File: src/include/reset_cause_map.svh
// register offsets, field positions, reset values and timing figures of the reset cause block
`ifndef RESET_CAUSE_MAP_SVH
`define RESET_CAUSE_MAP_SVH

`define PWR_STATUS_OFS 4'h0
`define CPU_STATUS_OFS 4'h4
`define CONFIG_OFS 4'h8
`define PC_INFO_OFS 4'hc

`define BOR_BIT 0
`define POR_BIT 1
`define PD_BIT 3
`define TO_BIT 4
`define STATUS_W 8
`define STATUS_SW_MASK 8'he7
`define STATUS_HI_MASK 8'he0
`define STATUS_RST 8'h18
`define PWR_STATUS_RST 2'h0

`define CFG_BOREN_BIT 0
`define CFG_POWERUP_TIMER_ENABLE_N_N_BIT 1
`define CFG_MODE_LSB 2
`define CFG_BOREN_RST 1'b1
`define CFG_POWERUP_TIMER_ENABLE_N_N_RST 1'b0
`define CFG_MODE_RST 2'h1

`define INFO_HOLD_BIT 16
`define INFO_VALID_BIT 17
`define INFO_CAUSE_LSB 20

`define PWRT_MS 72
`define NS_PER_MS 1000000
`define CLK_PERIOD_NS 8
`define OST_PERIODS 1024

`define PC_W 13
`define RESET_VECTOR 13'h000
`define INT_VECTOR 13'h004

`define RESP_OKAY 2'h0
`define RESP_SLVERR 2'h2

`endif

File: src/include/reset_cause_pkg.sv
// types shared by the reset cause block
package reset_cause_pkg;
	typedef enum logic [2:0] {
		KindPor,
		KindBor,
		KindExtRun,
		KindExtSleep,
		KindWdtReset,
		KindWdtWake,
		KindIrqWake
	} reset_kind_type;

	typedef enum logic [1:0] {
		XtalLowMode,
		XtalMidMode,
		XtalHighMode,
		RcOscMode
	} osc_mode_type;

	typedef enum logic [1:0] {
		TimerIdle,
		TimerPwrt,
		TimerOst
	} timer_state_type;
endpackage : reset_cause_pkg

File: src/include/startup_if.sv
// link between the reset cause logic and its start-up delay timer
`timescale 1ns/1ps
`default_nettype none
interface startup_if;
	logic start;
	logic usePwrt;
	logic useOst;
	logic busy;
	logic done;

	modport ctrl (output start, output usePwrt, output useOst, input busy, input done);
	modport timer (input start, input usePwrt, input useOst, output busy, output done);
endinterface : startup_if
`default_nettype wire

File: src/core/startup_delay_timer.sv
// start-up delay timer: power-up delay in clock cycles, then oscillator period count
`timescale 1ns/1ps
`default_nettype none
`include "reset_cause_map.svh"
module startup_delay_timer #(
	parameter int PWRT_CYCLES = 9000000,
	parameter int OST_PERIODS = `OST_PERIODS,
	parameter int CNT_W = 24
) (
	input wire logic clk,
	input wire logic rst,
	input wire logic clkEn,
	input wire logic oscTick,
	startup_if.timer tmr
);
	import reset_cause_pkg::*;

	timer_state_type state_ff, nxt_state;
	logic [CNT_W-1:0] cnt_ff, nxt_cnt;
	logic useOst_ff, nxt_useOst;
	logic done_ff, nxt_done;

	////////////////////////////////////////////////////////////////////////////////
	// next state: a new start always restarts the whole sequence
	always_comb begin
		nxt_state = state_ff;
		nxt_cnt = cnt_ff;
		nxt_useOst = useOst_ff;
		nxt_done = 1'b0;
		if (tmr.start) begin
			nxt_useOst = tmr.useOst;
			if (tmr.usePwrt) begin
				nxt_state = TimerPwrt;
				nxt_cnt = CNT_W'(PWRT_CYCLES - 1);
			end else if (tmr.useOst) begin
				nxt_state = TimerOst;
				nxt_cnt = CNT_W'(OST_PERIODS - 1);
			end else begin
				nxt_state = TimerIdle;
				nxt_done = 1'b1;
			end
		end else begin
			unique case (state_ff)
				TimerIdle: begin
				end
				TimerPwrt: begin
					if (cnt_ff == '0) begin
						if (useOst_ff) begin
							nxt_state = TimerOst;
							nxt_cnt = CNT_W'(OST_PERIODS - 1);
						end else begin
							nxt_state = TimerIdle;
							nxt_done = 1'b1;
						end
					end else begin
						nxt_cnt = cnt_ff - 1'b1;
					end
				end
				TimerOst: begin
					if (oscTick) begin
						if (cnt_ff == '0) begin
							nxt_state = TimerIdle;
							nxt_done = 1'b1;
						end else begin
							nxt_cnt = cnt_ff - 1'b1;
						end
					end
				end
				default: begin
					nxt_state = TimerIdle;
				end
			endcase
		end
	end

	// registers, frozen while the clock enable is low
	always_ff @(posedge clk or posedge rst) begin
		if (rst) begin
			state_ff <= TimerIdle;
			cnt_ff <= '0;
			useOst_ff <= 1'b0;
			done_ff <= 1'b0;
		end else if (clkEn) begin
			state_ff <= nxt_state;
			cnt_ff <= nxt_cnt;
			useOst_ff <= nxt_useOst;
			done_ff <= nxt_done;
		end
	end

	assign tmr.busy = (state_ff != TimerIdle);
	assign tmr.done = done_ff;

	////////////////////////////////////////////////////////////////////////////////
	// checks
	a_no_delay_done: assert property (@(posedge clk) disable iff (rst)
		(clkEn && tmr.start && !tmr.usePwrt && !tmr.useOst) |=> done_ff)
		else $error("start with no delay did not finish at once");
	a_ost_not_early: assert property (@(posedge clk) disable iff (rst)
		(clkEn && state_ff == TimerOst && !tmr.start && (!oscTick || cnt_ff != '0))
		|=> !done_ff)
		else $error("oscillator count ended before its last period");
endmodule : startup_delay_timer
`default_nettype wire

File: src/core/reset_cause_and_init.sv
// reset cause flags, start-up delay selection and program counter reset load
//
// Contract
// - power status register has at most two flag bits, variant dependent
// - bit 0 is active-low brown-out flag, cleared by each brown-out reset
// - brown-out flag is meaningless while brown-out detection is disabled
// - bit 1 is active-low power-on flag, cleared only by power-on reset
// - crystal modes: power-up or brown-out wait 72 ms plus 1024 periods; power-up skips the 72 ms while delay enable and brown-out are both off
// - after power-on, power-on flag 0, timeout and powerdown flags 1
// - flag codes for brown-out, watchdog reset and watchdog wake-up
// - run external reset keeps timeout/powerdown; sleep reset or irq wake sets/clears
// - true resets load program counter 000h, wake-ups continue at pc plus one
// - interrupt wake-up with global enable set loads vector 0004h
// - status values for power-on, watchdog reset, sleep reset, watchdog wake
// - status values for interrupt wake-up and running external reset
// - power status 0x after power-on, u0 after brown-out, else unchanged
// - three reset classes; wake-up keeps contents, marked bits depend on cause
// - a wake-up requires the waking source's interrupt flag to be set
// - brown-out enabled forces the power-up delay regardless of its enable
// - oscillator count only in crystal modes, after power-on, brown-out or wake-up
`timescale 1ns/1ps
`default_nettype none
`include "reset_cause_map.svh"
module reset_cause_and_init #(
	parameter int ADDR_W = 4,
	parameter int PWRT_CYCLES =
		(`PWRT_MS * `NS_PER_MS + `CLK_PERIOD_NS - 1) / `CLK_PERIOD_NS,
	parameter int OST_PERIODS = `OST_PERIODS,
	parameter int CNT_W = 24
) (
	input wire logic clk,
	input wire logic rst,
	input wire logic clkEn,
	input wire logic porEvent,
	input wire logic borEvent,
	input wire logic extResetN,
	input wire logic watchdogTimeout,
	input wire logic wakeIrq,
	input wire logic intFlagsPending,
	input wire logic sleeping,
	input wire logic globalIntEnable,
	input wire logic oscTick,
	input wire logic [`PC_W-1:0] currentPc,
	output logic coreHold,
	output logic pcLoad,
	output logic [`PC_W-1:0] pcValue,
	output var reset_cause_pkg::reset_kind_type lastCause,
	input wire logic [ADDR_W-1:0] s_axi_awaddr,
	input wire logic s_axi_awvalid,
	output logic s_axi_awready,
	input wire logic [31:0] s_axi_wdata,
	input wire logic [3:0] s_axi_wstrb,
	input wire logic s_axi_wvalid,
	output logic s_axi_wready,
	output logic [1:0] s_axi_bresp,
	output logic s_axi_bvalid,
	input wire logic s_axi_bready,
	input wire logic [ADDR_W-1:0] s_axi_araddr,
	input wire logic s_axi_arvalid,
	output logic s_axi_arready,
	output logic [31:0] s_axi_rdata,
	output logic [1:0] s_axi_rresp,
	output logic s_axi_rvalid,
	input wire logic s_axi_rready
);
	import reset_cause_pkg::*;

	startup_if tmr ();

	////////////////////////////////////////////////////////////////////////////////
	// state
	logic [1:0] pwrStatus_ff, nxt_pwrStatus;
	logic [`STATUS_W-1:0] status_ff, nxt_status;
	logic borEnable_ff, nxt_borEnable;
	logic pwrtEnN_ff, nxt_pwrtEnN;
	osc_mode_type mode_ff, nxt_mode;
	reset_kind_type cause_ff, nxt_cause;
	logic extLast_ff, nxt_extLast;
	logic holdPend_ff, nxt_holdPend;
	logic gie_ff, nxt_gie;
	logic [`PC_W-1:0] savedPc_ff, nxt_savedPc;
	logic pcLoad_ff, nxt_pcLoad;
	logic [`PC_W-1:0] pcValue_ff, nxt_pcValue;
	logic awHeld_ff, nxt_awHeld;
	logic [ADDR_W-1:0] awAddr_ff, nxt_awAddr;
	logic wHeld_ff, nxt_wHeld;
	logic [31:0] wData_ff, nxt_wData;
	logic [3:0] wStrb_ff, nxt_wStrb;
	logic bvalid_ff, nxt_bvalid;
	logic [1:0] bresp_ff, nxt_bresp;
	logic rvalid_ff, nxt_rvalid;
	logic [31:0] rdata_ff, nxt_rdata;
	logic [1:0] rresp_ff, nxt_rresp;

	logic eventHit;
	reset_kind_type eventKind;
	logic doWrite;
	logic xtal;

	////////////////////////////////////////////////////////////////////////////////
	// event detection; power-on beats brown-out beats external beats watchdog beats irq
	always_comb begin
		eventHit = 1'b1;
		eventKind = KindPor;
		if (porEvent) begin
			eventKind = KindPor;
		end else if (borEvent) begin
			eventKind = KindBor;
		end else if (extLast_ff && !extResetN) begin
			eventKind = sleeping ? KindExtSleep : KindExtRun;
		end else if (watchdogTimeout) begin
			eventKind = sleeping ? KindWdtWake : KindWdtReset;
		end else if (wakeIrq && sleeping && intFlagsPending) begin
			eventKind = KindIrqWake;
		end else begin
			eventHit = 1'b0;
		end
	end

	// delay choice per reset type and oscillator mode
	assign xtal = (mode_ff != RcOscMode);
	assign tmr.start = eventHit;
	assign tmr.usePwrt = (eventKind == KindBor) ||
		(eventKind == KindPor && (!pwrtEnN_ff || borEnable_ff));
	assign tmr.useOst = xtal && (eventKind == KindPor || eventKind == KindBor ||
		eventKind == KindWdtWake || eventKind == KindIrqWake);

	////////////////////////////////////////////////////////////////////////////////
	// cause flags, config and program counter load
	always_comb begin
		nxt_pwrStatus = pwrStatus_ff;
		nxt_status = status_ff;
		nxt_borEnable = borEnable_ff;
		nxt_pwrtEnN = pwrtEnN_ff;
		nxt_mode = mode_ff;
		nxt_cause = cause_ff;
		nxt_extLast = extResetN;
		nxt_holdPend = holdPend_ff;
		nxt_gie = gie_ff;
		nxt_savedPc = savedPc_ff;
		nxt_pcLoad = 1'b0;
		nxt_pcValue = pcValue_ff;
		// software writes first, so a hardware event in the same cycle wins
		if (doWrite && wStrb_ff[0]) begin
			unique case (awAddr_ff)
				`PWR_STATUS_OFS: nxt_pwrStatus = wData_ff[1:0];
				`CPU_STATUS_OFS: nxt_status = (status_ff & ~`STATUS_SW_MASK) |
					(wData_ff[`STATUS_W-1:0] & `STATUS_SW_MASK);
				`CONFIG_OFS: begin
					nxt_borEnable = wData_ff[`CFG_BOREN_BIT];
					nxt_pwrtEnN = wData_ff[`CFG_POWERUP_TIMER_ENABLE_N_N_BIT];
					nxt_mode = osc_mode_type'(wData_ff[`CFG_MODE_LSB +: 2]);
				end
				default: begin
				end
			endcase
		end
		if (eventHit) begin
			nxt_cause = eventKind;
			nxt_holdPend = 1'b1;
			nxt_gie = globalIntEnable;
			nxt_savedPc = currentPc;
			unique case (eventKind)
				KindPor: begin
					nxt_pwrStatus[`POR_BIT] = 1'b0;
					nxt_status = (nxt_status & ~`STATUS_HI_MASK);
					nxt_status[`TO_BIT] = 1'b1;
					nxt_status[`PD_BIT] = 1'b1;
				end
				KindBor: begin
					nxt_pwrStatus[`BOR_BIT] = 1'b0;
					nxt_status = (nxt_status & ~`STATUS_HI_MASK);
					nxt_status[`TO_BIT] = 1'b1;
					nxt_status[`PD_BIT] = 1'b1;
				end
				KindExtRun: begin
					nxt_status = (nxt_status & ~`STATUS_HI_MASK);
				end
				KindExtSleep: begin
					nxt_status = (nxt_status & ~`STATUS_HI_MASK);
					nxt_status[`TO_BIT] = 1'b1;
					nxt_status[`PD_BIT] = 1'b0;
				end
				KindWdtReset: begin
					nxt_status = (nxt_status & ~`STATUS_HI_MASK);
					nxt_status[`TO_BIT] = 1'b0;
					nxt_status[`PD_BIT] = 1'b1;
				end
				KindWdtWake: begin
					nxt_status[`TO_BIT] = 1'b0;
					nxt_status[`PD_BIT] = 1'b0;
				end
				KindIrqWake: begin
					nxt_status[`TO_BIT] = 1'b1;
					nxt_status[`PD_BIT] = 1'b0;
				end
			endcase
		end else if (tmr.done && holdPend_ff) begin
			nxt_holdPend = 1'b0;
			nxt_pcLoad = 1'b1;
			if (cause_ff == KindIrqWake && gie_ff) begin
				nxt_pcValue = `INT_VECTOR;
			end else if (cause_ff == KindIrqWake || cause_ff == KindWdtWake) begin
				nxt_pcValue = savedPc_ff + 1'b1;
			end else begin
				nxt_pcValue = `RESET_VECTOR;
			end
		end
	end

	// power-on state: cause flags as after a power-on reset
	always_ff @(posedge clk or posedge rst) begin
		if (rst) begin
			pwrStatus_ff <= `PWR_STATUS_RST;
			status_ff <= `STATUS_RST;
			borEnable_ff <= `CFG_BOREN_RST;
			pwrtEnN_ff <= `CFG_POWERUP_TIMER_ENABLE_N_N_RST;
			mode_ff <= osc_mode_type'(`CFG_MODE_RST);
			cause_ff <= KindPor;
			extLast_ff <= 1'b1;
			holdPend_ff <= 1'b0;
			gie_ff <= 1'b0;
			savedPc_ff <= `RESET_VECTOR;
			pcLoad_ff <= 1'b0;
			pcValue_ff <= `RESET_VECTOR;
		end else if (clkEn) begin
			pwrStatus_ff <= nxt_pwrStatus;
			status_ff <= nxt_status;
			borEnable_ff <= nxt_borEnable;
			pwrtEnN_ff <= nxt_pwrtEnN;
			mode_ff <= nxt_mode;
			cause_ff <= nxt_cause;
			extLast_ff <= nxt_extLast;
			holdPend_ff <= nxt_holdPend;
			gie_ff <= nxt_gie;
			savedPc_ff <= nxt_savedPc;
			pcLoad_ff <= nxt_pcLoad;
			pcValue_ff <= nxt_pcValue;
		end
	end

	// held in reset while a delay runs or the external reset pin is low
	assign coreHold = holdPend_ff || !extResetN;
	assign pcLoad = pcLoad_ff;
	assign pcValue = pcValue_ff;
	assign lastCause = cause_ff;

	startup_delay_timer #(
		.PWRT_CYCLES(PWRT_CYCLES),
		.OST_PERIODS(OST_PERIODS),
		.CNT_W(CNT_W)
	) delayTimer (
		.clk(clk),
		.rst(rst),
		.clkEn(clkEn),
		.oscTick(oscTick),
		.tmr(tmr)
	);

	////////////////////////////////////////////////////////////////////////////////
	// axi4-lite slave: address and data taken in any order, one answer each
	assign doWrite = awHeld_ff && wHeld_ff && !bvalid_ff;

	always_comb begin
		nxt_awHeld = awHeld_ff;
		nxt_awAddr = awAddr_ff;
		nxt_wHeld = wHeld_ff;
		nxt_wData = wData_ff;
		nxt_wStrb = wStrb_ff;
		nxt_bvalid = bvalid_ff;
		nxt_bresp = bresp_ff;
		nxt_rvalid = rvalid_ff;
		nxt_rdata = rdata_ff;
		nxt_rresp = rresp_ff;
		if (s_axi_awvalid && s_axi_awready) begin
			nxt_awHeld = 1'b1;
			nxt_awAddr = s_axi_awaddr;
		end
		if (s_axi_wvalid && s_axi_wready) begin
			nxt_wHeld = 1'b1;
			nxt_wData = s_axi_wdata;
			nxt_wStrb = s_axi_wstrb;
		end
		if (doWrite) begin
			nxt_awHeld = 1'b0;
			nxt_wHeld = 1'b0;
			nxt_bvalid = 1'b1;
			nxt_bresp = (awAddr_ff == `PWR_STATUS_OFS || awAddr_ff == `CPU_STATUS_OFS ||
				awAddr_ff == `CONFIG_OFS || awAddr_ff == `PC_INFO_OFS) ?
				`RESP_OKAY : `RESP_SLVERR;
		end else if (bvalid_ff && s_axi_bready) begin
			nxt_bvalid = 1'b0;
		end
		if (s_axi_arvalid && s_axi_arready) begin
			nxt_rvalid = 1'b1;
			nxt_rdata = '0;
			nxt_rresp = `RESP_OKAY;
			unique case (s_axi_araddr)
				`PWR_STATUS_OFS: nxt_rdata[1:0] = pwrStatus_ff;
				`CPU_STATUS_OFS: nxt_rdata[`STATUS_W-1:0] = status_ff;
				`CONFIG_OFS: begin
					nxt_rdata[`CFG_BOREN_BIT] = borEnable_ff;
					nxt_rdata[`CFG_POWERUP_TIMER_ENABLE_N_N_BIT] = pwrtEnN_ff;
					nxt_rdata[`CFG_MODE_LSB +: 2] = mode_ff;
				end
				`PC_INFO_OFS: begin
					nxt_rdata[`PC_W-1:0] = pcValue_ff;
					nxt_rdata[`INFO_HOLD_BIT] = coreHold;
					nxt_rdata[`INFO_VALID_BIT] = borEnable_ff;
					nxt_rdata[`INFO_CAUSE_LSB +: 3] = cause_ff;
				end
				default: nxt_rresp = `RESP_SLVERR;
			endcase
		end else if (rvalid_ff && s_axi_rready) begin
			nxt_rvalid = 1'b0;
		end
	end

	// bus registers
	always_ff @(posedge clk or posedge rst) begin
		if (rst) begin
			awHeld_ff <= 1'b0;
			awAddr_ff <= '0;
			wHeld_ff <= 1'b0;
			wData_ff <= '0;
			wStrb_ff <= '0;
			bvalid_ff <= 1'b0;
			bresp_ff <= `RESP_OKAY;
			rvalid_ff <= 1'b0;
			rdata_ff <= '0;
			rresp_ff <= `RESP_OKAY;
		end else if (clkEn) begin
			awHeld_ff <= nxt_awHeld;
			awAddr_ff <= nxt_awAddr;
			wHeld_ff <= nxt_wHeld;
			wData_ff <= nxt_wData;
			wStrb_ff <= nxt_wStrb;
			bvalid_ff <= nxt_bvalid;
			bresp_ff <= nxt_bresp;
			rvalid_ff <= nxt_rvalid;
			rdata_ff <= nxt_rdata;
			rresp_ff <= nxt_rresp;
		end
	end

	assign s_axi_awready = clkEn && !awHeld_ff && !bvalid_ff;
	assign s_axi_wready = clkEn && !wHeld_ff && !bvalid_ff;
	assign s_axi_bvalid = bvalid_ff;
	assign s_axi_bresp = bresp_ff;
	assign s_axi_arready = clkEn && !rvalid_ff;
	assign s_axi_rvalid = rvalid_ff;
	assign s_axi_rdata = rdata_ff;
	assign s_axi_rresp = rresp_ff;

	////////////////////////////////////////////////////////////////////////////////
	// checks
	a_por_flags_set: assert property (@(posedge clk) disable iff (rst)
		(clkEn && porEvent) |=> (!pwrStatus_ff[`POR_BIT] && status_ff[`TO_BIT] &&
		status_ff[`PD_BIT] && status_ff[7:5] == 3'h0))
		else $error("power-on did not give the power-on flag pattern");
	a_bor_flag_clear: assert property (@(posedge clk) disable iff (rst)
		(clkEn && borEvent && !porEvent) |=> (!pwrStatus_ff[`BOR_BIT] &&
		pwrStatus_ff[`POR_BIT] == $past(pwrStatus_ff[`POR_BIT])))
		else $error("brown-out did not clear only the brown-out flag");
	a_wdt_wake_code: assert property (@(posedge clk) disable iff (rst)
		(clkEn && eventHit && eventKind == KindWdtWake) |=>
		(status_ff[`TO_BIT] == 1'b0 && status_ff[`PD_BIT] == 1'b0 &&
		status_ff[7:5] == $past(status_ff[7:5])))
		else $error("watchdog wake-up gave a wrong status pattern");
	a_ext_run_keeps: assert property (@(posedge clk) disable iff (rst)
		(clkEn && eventHit && eventKind == KindExtRun) |=>
		(status_ff[4:0] == $past(status_ff[4:0]) && status_ff[7:5] == 3'h0 &&
		pwrStatus_ff == $past(pwrStatus_ff)))
		else $error("running external reset altered kept bits");
	a_pwrt_forced: assert property (@(posedge clk) disable iff (rst)
		(eventHit && eventKind == KindPor && borEnable_ff) |-> tmr.usePwrt)
		else $error("power-up delay skipped while brown-out is enabled");
	a_pc_reset_vec: assert property (@(posedge clk) disable iff (rst)
		(pcLoad_ff && cause_ff != KindIrqWake && cause_ff != KindWdtWake) |->
		(pcValue_ff == `RESET_VECTOR))
		else $error("true reset did not load the reset vector");
	a_pc_int_vec: assert property (@(posedge clk) disable iff (rst)
		(pcLoad_ff && cause_ff == KindIrqWake && gie_ff) |-> (pcValue_ff == `INT_VECTOR))
		else $error("interrupt wake-up with enable did not load the vector");
	a_hold_to_done: assert property (@(posedge clk) disable iff (rst)
		(clkEn && eventHit) |=> (coreHold && !pcLoad_ff))
		else $error("core released before its start-up delay");
	a_wake_has_flag: assert property (@(posedge clk) disable iff (rst)
		(clkEn && wakeIrq && sleeping && !intFlagsPending && extResetN && !porEvent &&
		!borEvent && !watchdogTimeout) |=> (cause_ff == $past(cause_ff)))
		else $error("interrupt wake-up taken without a pending flag");
endmodule : reset_cause_and_init
`default_nettype wire

File: config.mk
export PLATFORM = sky130hd
export DESIGN_NAME = reset_cause_and_init
export DESIGN_NICKNAME = d
export VERILOG_FILES = /design/src/include/reset_cause_pkg.sv /design/src/include/startup_if.sv /design/src/core/startup_delay_timer.sv /design/src/core/reset_cause_and_init.sv
export VERILOG_INCLUDE_DIRS = /design/src /design/src/include
export SDC_FILE = /design/constraint.sdc
export NUM_CORES = 1
export LEC_CHECK = 0
export ABC_AREA = 1
export BUFFER_PORTS_ARGS = -buffer_cell sky130_fd_sc_hd__buf_2
export CELL_PAD_IN_SITES_DETAIL_PLACEMENT = 1
export CELL_PAD_IN_SITES_GLOBAL_PLACEMENT = 1
export CORE_MARGIN = 2
export CORE_UTILIZATION = 42
export DETAILED_ROUTE_END_ITERATION = 12
export GPL_ROUTABILITY_DRIVEN = 0
export PLACE_DENSITY = 0.89
export SYNTH_ARGS = -nofsm -noshare
export SYNTH_HDL_FRONTEND = slang
export SYNTH_SLANG_ARGS = --single-unit
File: constraint.sdc
create_clock -name clk -period 6.8 [get_ports clk]
set_input_delay 1.36 -clock clk [delete_from_list [all_inputs] [get_ports clk]]
set_output_delay 1.36 -clock clk [all_outputs]
set_load 0.02 [all_outputs]
==> flow_summary.json <==
{
  "setup_tns_ns": 0,
  "p_clk_share_pct": 27.1,
  "relSlewSlack_pct": 34.9,
  "p_leak_nw": 3.58,
  "p_comb_share_pct": 28.8,
  "switchingPower_mw": 0.809,
  "syn_area_sq_mm": 0.00596,
  "async_reset_ff_share_pct": 100,
  "ys_types": 42,
  "drive_above_1_share_pct": 16.1,
  "synth_commonest_cells": "nand2_1 (258), dfrtp_1 (106), inv_1 (75), nor2_1 (74), o21ai_0 (60)",
  "swShare_pct": 38.3,
  "p_int_mw": 1.30,
  "final_core_util_pct": 49.0,
  "synthFlopType": "dfrtp_1",
  "io_pins": 133,
  "root_buffer": "clkbuf_16",
  "irDropWorstVdd_mv": 0.206,
  "yosysWarnings": 0,
  "maxCapViolations": 0,
  "hp-class": "reg2reg",
  "postRouteAntennaNets": 0,
  "critPathLaunchType": "input port",
  "syn_avg_cell_area_sq_um": 7.62,
  "cts_buffer_depth": 2,
  "yosysMostFrequentCell": "nand2_1",
  "fp-row-count": 43,
  "clock.fmax_ghz": 0.261,
  "diodes": 0,
  "critPathCaptureType": "output port",
  "hold_viol_final": 0,
  "vias_per_cell": 5.19,
  "grtUsageTotal_pct": 24.4,
  "hold_ws_ns": 0.485,
  "yosysSeqAreaShare_pct": 46.7,
  "die_w_microns": 123,
  "synthTopCellsByArea": "dfrtp_1 (45%), nand2_1 (16%), o21ai_0 (5.0%)",
  "drv_slew": 0,
  "skew_ns": 0.0113,
  "wl_microns": 17400,
  "seq_power_share_pct": 44.1,
  "worstMarginPinSlew_ns": 0.977,
  "setup_viol": 0,
  "dieArea_sq_mm": 0.0152,
  "hold_buffers": 0,
  "drc": 0,
  "cts_tree": "built",
  "rsz0062_at_grt": "no",
  "cts.sinks": 111,
  "cts_setup_buffers": 0,
  "dr_total_vias": 5451,
  "grt_pass1_wl_microns": 28900,
  "status": "finished clean",
  "synth_edf_count": 0,
  "core_area_sq_mm": 0.0139,
  "gr-total-overflow": 0,
  "cts_resized": 0,
  "port_buffers": 88,
  "syn2layout_area_growth_pct": 14.1,
  "power_density_mw_per_mm2": 311,
  "dp_hpwl_microns": 12500,
  "drt_iter0_drc": 191,
  "dpl_cell_area_sq_mm": 0.00648,
  "die_height_microns": 123,
  "cp_max_fo": 12,
  "required_ns": 5.44,
  "grt_max_degree": 79,
  "netlist_instances": 782,
  "initial_core_util_pct": 42.9,
  "design_area_sq_mm": 0.00680,
  "yosysTopAreaCell": "dfrtp_1",
  "first_pass_iters": 4,
  "wl_per_cell_microns": 16.5,
  "crit_arrival_ns": 2.48,
  "htree_levels": 3,
  "cts-buffers-inserted": 9,
  "grt_pass1_vias": 5950,
  "whs_path_depth": 2,
  "period_share_pct": 56.4,
  "clock_latency_ns": 0.36,
  "nFillCells": 1799,
  "crit_type": "in2out",
  "antenna_found_initial": 0,
  "clk_pin_slew_ns": 0.07,
  "synth-seq-cells": 111,
  "finalNetCount": 946,
  "rr_worst_depth": 8,
  "period_minus_slack_ns": 3.84,
  "synth_top_area_share_pct": 44.5
}
-- final timing paths --
path	from	to	slack (ns)
min	s_axi_bresp[1]	s_axi_bresp[1]	0.49
max	clkEn	s_axi_wready	2.96
max in group asynchronous	rst	delayTimer.state_ff[1]	4.43
max reg2reg	extLast_ff	delayTimer.cnt_ff[12]	4.37
min in group asynchronous	rst	s_axi_bresp[1]	1.02
min reg2reg	s_axi_bresp[1]	s_axi_bresp[1]	0.49
-- power by group through the flow --
stage                     combinational, mW  sequential (mW)  clock [mW]
after global placement                0.578            0.932           0
after global routing                  0.702            0.952       0.606
final                                 0.608            0.932       0.572
after floorplan                       0.421            0.940           0
after detailed placement              0.609            0.941           0
after CTS                             0.617            0.931       0.579
-- cell usage in the layout, fill, tap and decap left out, types with 15 or more instances in the layout --
cell type / Yosys / final
buf_2: 5 / 88
nand3_1: 56 / 56
dfrtp_1: 106 / 106
nor2_1: 74 / 74
conb_1: 1 / 16
xor2_1: 15 / 15
nand2_1: 258 / 258
inv_1: 75 / 74
o21ai_0: 60 / 60
-- stage by stage --
stage               total power, mW  setup slack (ns)  cells
CTS                            2.13              2.92   1051
global placement               1.51              2.97   1035
global route                   2.26              2.83   1051
detailed placement             1.55              2.91   1035
floorplan                      1.36              2.52    797
finish                         2.11              2.96   1051
-- critical path: stages --
cell and delay [ns]:
buf_2 0.21, inv_1 0.28, nor2_1 0.22, inv_1 0.07, nor2_1 0.14, buf_2 0.19
-- registers in the layout, summed over array words and instances, names as in the netlist, 2 cells and up --
signal and flops:
delayTimer.cnt_ff 24, savedPc_ff 13, pwrStatus_ff 2, lastCause 3
pcValue 13, wData_ff 7, delayTimer.state_ff 2, awAddr_ff 4
s_axi_rdata 18, status_ff 8, mode_ff 2
-- layer usage --
metal | track usage [%] | vias to the layer above | wire length, microns
met5 | 0 | - | 0
met4 | 7.46 | 0 | 318
met1 | 28.6 | 2671 | 7190
met2 | 44.6 | 102 | 9250
li1 | - | 2648 | -
met3 | 4.89 | 30 | 627
-- final cells by class --
cell class / count / area, sq um / area share (%)
flip-flops and latches: 111 / 2780 / 41.0
clock inverters: 6 / 75.1 / 1.10
multi-input cells: 572 / 2710 / 39.8
inverters: 82 / 310 / 4.56
repair buffers: 90 / 455 / 6.70
well taps: 180 / 225 / 3.31
clock buffers: 10 / 239 / 3.52
-- kinds of logic after synthesis --
kind of cell | synth area share (%)
XOR/XNOR | 2.50
adder cells (fa/ha/maj) | 1.26
flip-flops | 46.7
other | 0.0630
AO/OA/AOI/OAI | 9.39
buffers and inverters | 8.74
AND/OR/NAND/NOR | 31.3
(Power assumes the default switching activity.)
